<file path="src/rtl/adcseq_defs.vh">
`ifndef ADCSEQ_DEFS_VH
`define ADCSEQ_DEFS_VH

// Register indices
`define ADCSEQ_ADDR_W 4
`define ADCSEQ_REG_RES_HI 4'h0
`define ADCSEQ_REG_RES_LO 4'h1
`define ADCSEQ_REG_CTRL0 4'h2
`define ADCSEQ_REG_CTRL1 4'h3
`define ADCSEQ_REG_CTRL2 4'h4
`define ADCSEQ_REG_IRQ 4'h5
`define ADCSEQ_REG_CMP_MODE 4'h6
`define ADCSEQ_REG_PORT_LO 4'h7
`define ADCSEQ_REG_PORT_HI 4'h8

// channel_and_run_control fields
`define ADCSEQ_ENABLE_BIT 0
`define ADCSEQ_GO_BIT 1
`define ADCSEQ_CHS_LSB 2
`define ADCSEQ_CHS_MSB 5

// reference_and_pin_config fields
`define ADCSEQ_PCFG_LSB 0
`define ADCSEQ_PCFG_MSB 3
`define ADCSEQ_POS_REFERENCE_SELECT_BIT 4
`define ADCSEQ_NEG_REFERENCE_SELECT_BIT 5
`define ADCSEQ_CTRL1_W 6

// timing_and_format_config fields
`define ADCSEQ_ADCS_LSB 0
`define ADCSEQ_ADCS_MSB 2
`define ADCSEQ_ACQT_LSB 3
`define ADCSEQ_ACQT_MSB 5
`define ADCSEQ_RESULT_JUSTIFY_SELECT_BIT 7

// Interrupt flag register fields
`define ADCSEQ_FLAG_BIT 0
`define ADCSEQ_IRQ_EN_BIT 1

// Modes and codes
`define ADCSEQ_CMP_MODE_TRIG 4'hb
`define ADCSEQ_ACQT_MANUAL 3'h0
`define ADCSEQ_RESET_BYTE 8'h00

// Timing, in conversion bit periods or clocks
`define ADCSEQ_CNT_W 5
`define ADCSEQ_CONV_TADS 5'd11
`define ADCSEQ_SAR_STEPS 5'd10
`define ADCSEQ_RECOV_TADS 5'd2
`define ADCSEQ_INSTR_CLKS 5'd4

// Conversion clock divisors in system clocks
`define ADCSEQ_DIV_W 7
`define ADCSEQ_DIV_2 7'd2
`define ADCSEQ_DIV_4 7'd4
`define ADCSEQ_DIV_8 7'd8
`define ADCSEQ_DIV_16 7'd16
`define ADCSEQ_DIV_32 7'd32
`define ADCSEQ_DIV_64 7'd64
// Internal RC period of 1.2 us in 40 ns clocks, sized to the divider
`define ADCSEQ_RC_TAD_CLKS 7'd30

// Converter data
`define ADCSEQ_RES_W 10
`define ADCSEQ_RES_MSB_ONLY 10'h200
`define ADCSEQ_PORT_W 16
`define ADCSEQ_ALL_ANALOG 16'hffff

`endif

</file>
<file path="src/rtl/adcseq_tad_gen.v">
`timescale 1ns/1ps
`include "adcseq_defs.vh"

module adcseq_tad_gen
(
  input wire clk,
  input wire reset_n,
  input wire restart,
  input wire [2:0] clk_select,
  output reg tad_tick_ff
);

  reg [`ADCSEQ_DIV_W-1:0] count_ff;
  wire [`ADCSEQ_DIV_W-1:0] last;
  wire wrap;

  // Any x11 code picks the internal RC period, usable in sleep
  function [`ADCSEQ_DIV_W-1:0] tad_div;
    input [2:0] sel;
    begin
      case (sel)
        3'h0: tad_div = `ADCSEQ_DIV_2;
        3'h4: tad_div = `ADCSEQ_DIV_4;
        3'h1: tad_div = `ADCSEQ_DIV_8;
        3'h5: tad_div = `ADCSEQ_DIV_16;
        3'h2: tad_div = `ADCSEQ_DIV_32;
        3'h6: tad_div = `ADCSEQ_DIV_64;
        default: tad_div = `ADCSEQ_RC_TAD_CLKS;
      endcase
    end
  endfunction

  assign last = tad_div(clk_select) - 7'd1;
  assign wrap = (count_ff >= last);

  // Restart realigns the period to each phase change
  always @(posedge clk)
  begin
    if (!reset_n)
    begin
      count_ff <= {`ADCSEQ_DIV_W{1'b0}};
      tad_tick_ff <= 1'b0;
    end
    else
    begin
      count_ff <= (restart || wrap) ? {`ADCSEQ_DIV_W{1'b0}} : count_ff + 7'd1;
      tad_tick_ff <= wrap && !restart;
    end
  end

endmodule // adcseq_tad_gen

</file>
<file path="src/rtl/adcseq_sar.v">
`timescale 1ns/1ps
`include "adcseq_defs.vh"

module adcseq_sar
(
  input wire clk,
  input wire reset_n,
  input wire start,
  input wire step,
  input wire cmp_above,
  output reg [`ADCSEQ_RES_W-1:0] trial_ff
);

  reg [`ADCSEQ_RES_W-1:0] mask_ff;

  // Keep the trial bit while the input sits above the trial level
  always @(posedge clk)
  begin
    if (!reset_n)
    begin
      trial_ff <= {`ADCSEQ_RES_W{1'b0}};
      mask_ff <= {`ADCSEQ_RES_W{1'b0}};
    end
    else if (start)
    begin
      trial_ff <= `ADCSEQ_RES_MSB_ONLY;
      mask_ff <= `ADCSEQ_RES_MSB_ONLY;
    end
    else if (step)
    begin
      trial_ff <= (cmp_above ? trial_ff : (trial_ff & ~mask_ff)) | (mask_ff >> 1);
      mask_ff <= mask_ff >> 1;
    end
  end

endmodule // adcseq_sar

</file>
<file path="src/rtl/adcseq_top.v">
`timescale 1ns/1ps
`include "adcseq_defs.vh"

// What this block does
// - Manual acquisition start waits one instruction cycle
// - Selected pin sampled regardless of direction
// - Port reads zero on analog-configured pins
// - Code 010 gives four-period acquisition first
// - Clearing start bit aborts conversion immediately
// - Abort leaves result pair untouched
// - Two-period wait after completion or abort
// - Acquisition resumes automatically after the wait
// - Capacitor array discharged before every sample
// - Compare event in mode 1011 sets start
// - Special event in mode 1011 clears trigger timer
// - Disabled converter ignores event, timer still cleared
// - Completion loads result, clears start, sets flag
// - Conversion lasts eleven bit periods
// - Acquisition code zero converts after one instruction cycle
module adcseq_top
(
  input wire clk,
  input wire reset_n,
  input wire [`ADCSEQ_ADDR_W-1:0] addr,
  input wire [7:0] wdata,
  input wire wr_en,
  input wire rd_en,
  output reg [7:0] rdata_ff,
  input wire cmp_above,
  input wire [`ADCSEQ_PORT_W-1:0] port_pins,
  input wire special_event,
  output reg [3:0] channel_sel_ff,
  output reg sample_switch_ff,
  output reg discharge_ff,
  output reg converting_ff,
  output wire [`ADCSEQ_RES_W-1:0] dac_code,
  output reg pos_reference_select_ff,
  output reg neg_reference_select_ff,
  output reg trigger_timer_clear_ff,
  output reg conversion_done_irq_ff
);

  localparam [6:0] ST_OFF = 7'b0000001;
  localparam [6:0] ST_DISCH = 7'b0000010;
  localparam [6:0] ST_SAMPLE = 7'b0000100;
  localparam [6:0] ST_DELAY = 7'b0001000;
  localparam [6:0] ST_ACQ = 7'b0010000;
  localparam [6:0] ST_CONV = 7'b0100000;
  localparam [6:0] ST_RECOV = 7'b1000000;

  reg [6:0] state_ff;
  reg [6:0] nxt_state;
  reg [`ADCSEQ_CNT_W-1:0] cnt_ff;
  reg [`ADCSEQ_CNT_W-1:0] nxt_cnt;
  reg [7:0] res_hi_ff;
  reg [7:0] res_lo_ff;
  reg converter_enable_ff;
  reg go_ff;
  reg nxt_go;
  reg [3:0] input_channel_select_ff;
  reg [`ADCSEQ_CTRL1_W-1:0] ctrl1_ff;
  reg [7:0] ctrl2_ff;
  reg conversion_done_irq_flag_ff;
  reg nxt_flag;
  reg conversion_done_irq_enable_ff;
  reg [3:0] compare_mode_field_ff;
  reg cmp_meta_ff;
  reg cmp_sync_ff;
  reg [`ADCSEQ_PORT_W-1:0] port_meta_ff;
  reg [`ADCSEQ_PORT_W-1:0] port_sync_ff;
  reg sar_start;
  reg sar_step;
  reg conv_done;
  reg abort;
  reg [7:0] rd_mux;
  reg [7:0] nxt_res_hi;
  reg [7:0] nxt_res_lo;

  wire tad_tick;
  wire [2:0] acquisition_time_select;
  wire [2:0] conversion_clock_select;
  wire result_justify_select;
  wire [3:0] analog_pin_config;
  wire wr_ctrl0;
  wire event_is_trigger;
  wire trig_take;
  wire [`ADCSEQ_PORT_W-1:0] port_read;

  assign acquisition_time_select = ctrl2_ff[`ADCSEQ_ACQT_MSB:`ADCSEQ_ACQT_LSB];
  assign conversion_clock_select = ctrl2_ff[`ADCSEQ_ADCS_MSB:`ADCSEQ_ADCS_LSB];
  assign result_justify_select = ctrl2_ff[`ADCSEQ_RESULT_JUSTIFY_SELECT_BIT];
  assign analog_pin_config = ctrl1_ff[`ADCSEQ_PCFG_MSB:`ADCSEQ_PCFG_LSB];
  assign wr_ctrl0 = wr_en && (addr == `ADCSEQ_REG_CTRL0);

  // Acquisition length in bit periods, code 000 means none
  function [`ADCSEQ_CNT_W-1:0] acq_tads;
    input [2:0] code;
    begin
      case (code)
        3'h1: acq_tads = 5'd2;
        3'h2: acq_tads = 5'd4;
        3'h3: acq_tads = 5'd6;
        3'h4: acq_tads = 5'd8;
        3'h5: acq_tads = 5'd12;
        3'h6: acq_tads = 5'd16;
        3'h7: acq_tads = 5'd20;
        default: acq_tads = 5'd0;
      endcase
    end
  endfunction

  // Higher config codes leave fewer channels analog, from AN0 up
  function [`ADCSEQ_PORT_W-1:0] analog_mask;
    input [3:0] cfg;
    begin
      analog_mask = `ADCSEQ_ALL_ANALOG >> cfg;
    end
  endfunction

  assign port_read = port_sync_ff & ~analog_mask(analog_pin_config);

  // Timer is cleared even while the converter is off
  assign event_is_trigger = special_event && (compare_mode_field_ff == `ADCSEQ_CMP_MODE_TRIG);
  assign trig_take = event_is_trigger && converter_enable_ff;

  always @*
  begin
    nxt_state = state_ff;
    nxt_cnt = cnt_ff;
    sar_start = 1'b0;
    sar_step = 1'b0;
    conv_done = 1'b0;
    abort = 1'b0;
    case (state_ff)
      ST_OFF:
      begin
        nxt_cnt = {`ADCSEQ_CNT_W{1'b0}};
        if (converter_enable_ff)
          nxt_state = ST_DISCH;
      end
      ST_DISCH:
      begin
        if (tad_tick)
          nxt_state = ST_SAMPLE;
      end
      ST_SAMPLE:
      begin
        nxt_cnt = {`ADCSEQ_CNT_W{1'b0}};
        if (go_ff && acquisition_time_select == `ADCSEQ_ACQT_MANUAL)
          nxt_state = ST_DELAY;
        else if (go_ff)
          nxt_state = ST_ACQ;
      end
      ST_DELAY:
      begin
        if (!go_ff)
          abort = 1'b1;
        else if (cnt_ff == `ADCSEQ_INSTR_CLKS - 5'd1)
        begin
          nxt_state = ST_CONV;
          nxt_cnt = {`ADCSEQ_CNT_W{1'b0}};
          sar_start = 1'b1;
        end
        else
          nxt_cnt = cnt_ff + 5'd1;
      end
      ST_ACQ:
      begin
        if (!go_ff)
          abort = 1'b1;
        else if (tad_tick && cnt_ff == acq_tads(acquisition_time_select) - 5'd1)
        begin
          nxt_state = ST_CONV;
          nxt_cnt = {`ADCSEQ_CNT_W{1'b0}};
          sar_start = 1'b1;
        end
        else if (tad_tick)
          nxt_cnt = cnt_ff + 5'd1;
      end
      ST_CONV:
      begin
        if (!go_ff)
          abort = 1'b1;
        else if (tad_tick && cnt_ff == `ADCSEQ_CONV_TADS - 5'd1)
        begin
          conv_done = 1'b1;
          nxt_state = ST_RECOV;
          nxt_cnt = {`ADCSEQ_CNT_W{1'b0}};
        end
        else if (tad_tick)
        begin
          sar_step = (cnt_ff < `ADCSEQ_SAR_STEPS);
          nxt_cnt = cnt_ff + 5'd1;
        end
      end
      ST_RECOV:
      begin
        if (tad_tick && cnt_ff == `ADCSEQ_RECOV_TADS - 5'd1)
          nxt_state = ST_DISCH;
        else if (tad_tick)
          nxt_cnt = cnt_ff + 5'd1;
      end
      default:
      begin
        nxt_state = ST_OFF;
        nxt_cnt = {`ADCSEQ_CNT_W{1'b0}};
      end
    endcase
    if (abort)
    begin
      nxt_state = ST_RECOV;
      nxt_cnt = {`ADCSEQ_CNT_W{1'b0}};
    end
    if (!converter_enable_ff)
      nxt_state = ST_OFF;
  end

  always @*
  begin
    nxt_go = go_ff;
    if (wr_ctrl0)
      nxt_go = wdata[`ADCSEQ_GO_BIT] & wdata[`ADCSEQ_ENABLE_BIT];
    if (conv_done)
      nxt_go = 1'b0;
    if (trig_take)
      nxt_go = 1'b1;
    nxt_flag = conversion_done_irq_flag_ff;
    if (wr_en && addr == `ADCSEQ_REG_IRQ)
      nxt_flag = wdata[`ADCSEQ_FLAG_BIT];
    if (conv_done)
      nxt_flag = 1'b1;
    nxt_res_hi = res_hi_ff;
    nxt_res_lo = res_lo_ff;
    if (wr_en && addr == `ADCSEQ_REG_RES_HI)
      nxt_res_hi = wdata;
    if (wr_en && addr == `ADCSEQ_REG_RES_LO)
      nxt_res_lo = wdata;
    // Only a finished conversion reaches the pair, never an aborted one
    if (conv_done && result_justify_select)
    begin
      nxt_res_hi = {6'h00, dac_code[9:8]};
      nxt_res_lo = dac_code[7:0];
    end
    else if (conv_done)
    begin
      nxt_res_hi = dac_code[9:2];
      nxt_res_lo = {dac_code[1:0], 6'h00};
    end
  end

  always @*
  begin
    case (addr)
      `ADCSEQ_REG_RES_HI: rd_mux = res_hi_ff;
      `ADCSEQ_REG_RES_LO: rd_mux = res_lo_ff;
      `ADCSEQ_REG_CTRL0: rd_mux = {2'h0, input_channel_select_ff, go_ff, converter_enable_ff};
      `ADCSEQ_REG_CTRL1: rd_mux = {2'h0, ctrl1_ff};
      `ADCSEQ_REG_CTRL2: rd_mux = ctrl2_ff;
      `ADCSEQ_REG_IRQ: rd_mux = {6'h00, conversion_done_irq_enable_ff,
                                 conversion_done_irq_flag_ff};
      `ADCSEQ_REG_CMP_MODE: rd_mux = {4'h0, compare_mode_field_ff};
      `ADCSEQ_REG_PORT_LO: rd_mux = port_read[7:0];
      `ADCSEQ_REG_PORT_HI: rd_mux = port_read[15:8];
      default: rd_mux = `ADCSEQ_RESET_BYTE;
    endcase
  end

  always @(posedge clk)
  begin
    if (!reset_n)
    begin
      state_ff <= ST_OFF;
      cnt_ff <= {`ADCSEQ_CNT_W{1'b0}};
      res_hi_ff <= `ADCSEQ_RESET_BYTE;
      res_lo_ff <= `ADCSEQ_RESET_BYTE;
      converter_enable_ff <= 1'b0;
      go_ff <= 1'b0;
      input_channel_select_ff <= 4'h0;
      ctrl1_ff <= {`ADCSEQ_CTRL1_W{1'b0}};
      ctrl2_ff <= `ADCSEQ_RESET_BYTE;
      conversion_done_irq_flag_ff <= 1'b0;
      conversion_done_irq_enable_ff <= 1'b0;
      compare_mode_field_ff <= 4'h0;
      cmp_meta_ff <= 1'b0;
      cmp_sync_ff <= 1'b0;
      port_meta_ff <= {`ADCSEQ_PORT_W{1'b0}};
      port_sync_ff <= {`ADCSEQ_PORT_W{1'b0}};
      rdata_ff <= `ADCSEQ_RESET_BYTE;
      channel_sel_ff <= 4'h0;
      sample_switch_ff <= 1'b0;
      discharge_ff <= 1'b0;
      converting_ff <= 1'b0;
      pos_reference_select_ff <= 1'b0;
      neg_reference_select_ff <= 1'b0;
      trigger_timer_clear_ff <= 1'b0;
      conversion_done_irq_ff <= 1'b0;
    end
    else
    begin
      state_ff <= nxt_state;
      cnt_ff <= nxt_cnt;
      res_hi_ff <= nxt_res_hi;
      res_lo_ff <= nxt_res_lo;
      go_ff <= nxt_go;
      conversion_done_irq_flag_ff <= nxt_flag;
      if (wr_ctrl0)
      begin
        converter_enable_ff <= wdata[`ADCSEQ_ENABLE_BIT];
        input_channel_select_ff <= wdata[`ADCSEQ_CHS_MSB:`ADCSEQ_CHS_LSB];
      end
      if (wr_en && addr == `ADCSEQ_REG_CTRL1)
        ctrl1_ff <= wdata[`ADCSEQ_CTRL1_W-1:0];
      if (wr_en && addr == `ADCSEQ_REG_CTRL2)
        ctrl2_ff <= {wdata[7], 1'b0, wdata[5:0]};
      if (wr_en && addr == `ADCSEQ_REG_IRQ)
        conversion_done_irq_enable_ff <= wdata[`ADCSEQ_IRQ_EN_BIT];
      if (wr_en && addr == `ADCSEQ_REG_CMP_MODE)
        compare_mode_field_ff <= wdata[3:0];
      cmp_meta_ff <= cmp_above;
      cmp_sync_ff <= cmp_meta_ff;
      port_meta_ff <= port_pins;
      port_sync_ff <= port_meta_ff;
      rdata_ff <= rd_en ? rd_mux : `ADCSEQ_RESET_BYTE;
      // Channel reaches the mux whatever the pin direction
      channel_sel_ff <= input_channel_select_ff;
      sample_switch_ff <= (nxt_state == ST_SAMPLE) || (nxt_state == ST_ACQ)
                          || (nxt_state == ST_DELAY);
      discharge_ff <= (nxt_state == ST_DISCH);
      converting_ff <= (nxt_state == ST_CONV);
      pos_reference_select_ff <= ctrl1_ff[`ADCSEQ_POS_REFERENCE_SELECT_BIT];
      neg_reference_select_ff <= ctrl1_ff[`ADCSEQ_NEG_REFERENCE_SELECT_BIT];
      trigger_timer_clear_ff <= event_is_trigger;
      conversion_done_irq_ff <= nxt_flag & conversion_done_irq_enable_ff;
    end
  end

  // Phase changes realign the bit period so each phase gets whole periods
  adcseq_tad_gen u_tad_gen
  (
    .clk (clk),
    .reset_n (reset_n),
    .restart (nxt_state != state_ff),
    .clk_select (conversion_clock_select),
    .tad_tick_ff (tad_tick)
  );

  adcseq_sar u_sar
  (
    .clk (clk),
    .reset_n (reset_n),
    .start (sar_start),
    .step (sar_step),
    .cmp_above (cmp_sync_ff),
    .trial_ff (dac_code)
  );

endmodule // adcseq_top

</file>
<file path="config.mk">
export PLATFORM = sky130hd
export DESIGN_NAME = adcseq_top
export DESIGN_NICKNAME = d
export VERILOG_FILES = /design/src/rtl/adcseq_tad_gen.v /design/src/rtl/adcseq_sar.v /design/src/rtl/adcseq_top.v
export VERILOG_INCLUDE_DIRS = /design/src /design/src/rtl
export SDC_FILE = /design/constraint.sdc
export NUM_CORES = 1
export LEC_CHECK = 0
export BUFFER_PORTS_ARGS = -buffer_cell sky130_fd_sc_hd__buf_4
export CAP_MARGIN = 40
export CORE_UTILIZATION = 64
export CTS_BUF_LIST = sky130_fd_sc_hd__clkbuf_16
export DETAILED_ROUTE_END_ITERATION = 12
export PLACE_DENSITY = 0.85
export SETUP_SLACK_MARGIN = 0.4
export SLEW_MARGIN = 5
export SYNTH_ARGS = -nofsm -noshare
export SYNTH_HDL_FRONTEND = slang
export SYNTH_SLANG_ARGS = --single-unit
</file>
<file path="constraint.sdc">
create_clock -name clk -period 5.3 [get_ports clk]
set_input_delay 0.265 -clock clk [delete_from_list [all_inputs] [get_ports clk]]
set_output_delay 0.265 -clock clk [all_outputs]
set_load 0.1 [all_outputs]
</file>
==> flow_summary.ini <==
[timing]
tightest_slew_ns = 0.9780
rsz0062_at_grt = no
skew_ns = 0.01657
slew_violations = 0
slew_headroom_pct = 34.80
fin_crit_sh_pct = 57.47
fin_crit_ns = 3.046
setup_ws_ns = 2.254
hold_ws_ns = 0.04950
finalHoldViolCount = 0
finalSetupViolations = 0
fmax_mhz = 328.3
setup_tns_ns = 0

[global_routing]
grt_pass1_wl_mm = 25.47
grt_remaining_overflow = 0
grt_max_degree = 87
antenna_found_initial = 0
use_met3_pct = 6.241
met2_usage_pct = 51.39
busiest_layer = met2
grt_use_met1_pct = 42.20
grt_pass1_vias = 5121
grt_util_all_layers_pct = 32.04

[layout]
n_antenna_cell = 0
area_growth_pct = 16.13
final_cells = 890
final_cell_mix = 132 x dfxtp_1, 66 x nand2_1, 64 x buf_4
ff_latch_area_um2 = 2643
final_cell_area_um2 = 7297
n_fill_cell = 660
final_util_pct = 77.86
nNetsFinal = 794
final_common_cell = dfxtp_1
layout-drive-gt1-share_pct = 14.85
multi_input_area_um2 = 3376

[clocking]
clk_pin_slew_ns = 0.06
cts.sink_count = 132
clk_latency_ns = 0.42
root_buffer = clkbuf_16
post_cts_buffers = 0
numCtsBuffers = 17
cts_hold_buf = 0
cts_tree = built
clockBufferDepth = 2
htreeDepth = 4
cts_resized = 0

[route]
vias = 5488
drc = 0
drt-initial-drc-count = 498
routed_wirelength_mm = 15.54
routedWlPerCell_um = 17.47
first_pass_iters = 5
viasPerCell = 6.166
antenna_left = 0

[die]
die_area_um2 = 10220
chipWidth_um = 101.1
die_h_um = 101.1
placementRows = 35
io_pins = 63
start_util_pct = 67.05
core_area_um2 = 9371

[place]
place_congestion = 0.9016
place_area_um2 = 6724
pre_cts_ws_ns = 2.288
placed_cells = 857
detailed_place_hpwl_mm = 10.16
io_buffers = 61

[synthesis]
synth_flop_cell = dfxtp_1
synth_edf_count = 0
yosysTopAreaCell = dfxtp_1
synthesis.area_um2 = 6284
syn_nets = 760
postSynthAreaPerCell_um2 = 8.800
post_synth_num_cell_types = 74
synthArstFlopShare_pct = 0
netlist_instances = 714
synth.area.top_cells = dfxtp_1 42%, mux2i_1 6.4%, and2_1 4.1%
synth_warnings = 0
synth-seq-area-share_pct = 42.05
ys_ff_latch = 132
yosysTopAreaCellShare_pct = 42.05

[min_path]
hold_class = in2reg

[run_status]
status = finished, final reports clean

[critical_path]
endpoint_kind = flip-flop
start_kind = flip-flop
cp.required_ns = 5.60
worstPathArrival_ns = 3.35
critPathKind = reg2reg
crit_fanout = 28

[pwr]
peakVddDrop_uv = 274.5
p_leak_nw = 2.859
p_per_area_nw_per_um2 = 312.7
power_mw = 2.282

[job]
cap_violations = 0
synthesized netlist by cell type (all sizes together) (7+ instances only):
cell and n:
buf 11, a21o 9, nand3 36, o21ai 33, ha 12, and3 9, nor3b 7, nor3 13
and2 41, nand2 66, mux2i 40, dfxtp 132, nor2b 33, a31oi 12, nand2b 7, xor2 7
nor2 35, a211oi 8, inv 19, clkbuf 38, xnor2 7, nor4b 11, a21oi 36
area by class of cell:
class                           instances  area share [%]
Multi-Input combinational cell        514           46.26
Timing Repair Buffer                   64           6.584
Inverter                               19          0.9774
Tap cell                              129           2.212
Clock inverter                         15           1.920
Clock buffer                           17           5.830
Sequential cell                       132           36.21
flip-flops by register name, indices dropped and copies added, names as in the netlist, 4 cells and up:
register	cells
res_lo_ff	8
res_hi_ff	8
input_channel_select_ff	4
ctrl2_ff	7
ctrl1_ff	6
channel_sel_ff	4
u_sar.trial_ff	10
state_ff	7
u_tad_gen.count_ff	7
port_meta_ff	15
compare_mode_field_ff	4
port_sync_ff	15
u_sar.mask_ff	10
cnt_ff	5
rdata_ff	8
logic make-up after synthesis:
group / count (synthesis) / share of synthesized area (%)
and+or+nand+nor: 289 / 25.69
AOI/OAI and AO/OA: 156 / 16.73
DFF: 132 / 42.05
buffers and inverters: 68 / 4.222
muxes: 42 / 6.909
xor gates and xnor gates: 14 / 1.951
adders and majority gates: 12 / 2.389
other: 1 / 0.05968
worst paths after layout:
path                                  startpoint  cells after the start               endpoint  slack (ns)
worst max-delay path                   cnt_ff[0]                      9  u_tad_gen.count_ff[5]        2.25
worst min-delay path                port_pins[4]                      2        port_meta_ff[4]        0.05
worst max register to register         cnt_ff[0]                      9  u_tad_gen.count_ff[5]        2.25
worst min register to register  port_meta_ff[12]                      1       port_sync_ff[12]        0.43
critical path, stage by stage (launching register included):
cell	delay, ns
dfxtp_1	0.49
inv_1	0.08
ha_1	0.21
nor2b_1	0.14
nand4_1	0.17
or2_1	0.78
a21boi_0	0.23
o22ai_1	0.22
nand4_2	0.26
nor4b_1	0.36
metal layers:
layer  vias to the layer above  share of wire [%]
li1                       2613                  -
met1                      2580                 42
met2                       256                 48
met3                        39                7.4
met4                         0                2.6
met5                         -                  0
where the power goes:
group | internal [mW] | total, mW | switching [mW]
Combinational | 0.0615 | 0.132 | 0.0700
Sequential | 1.01 | 1.03 | 0.0161
Clock | 0.621 | 1.12 | 0.500
Note: power is estimated with default switching activity, not from simulation.
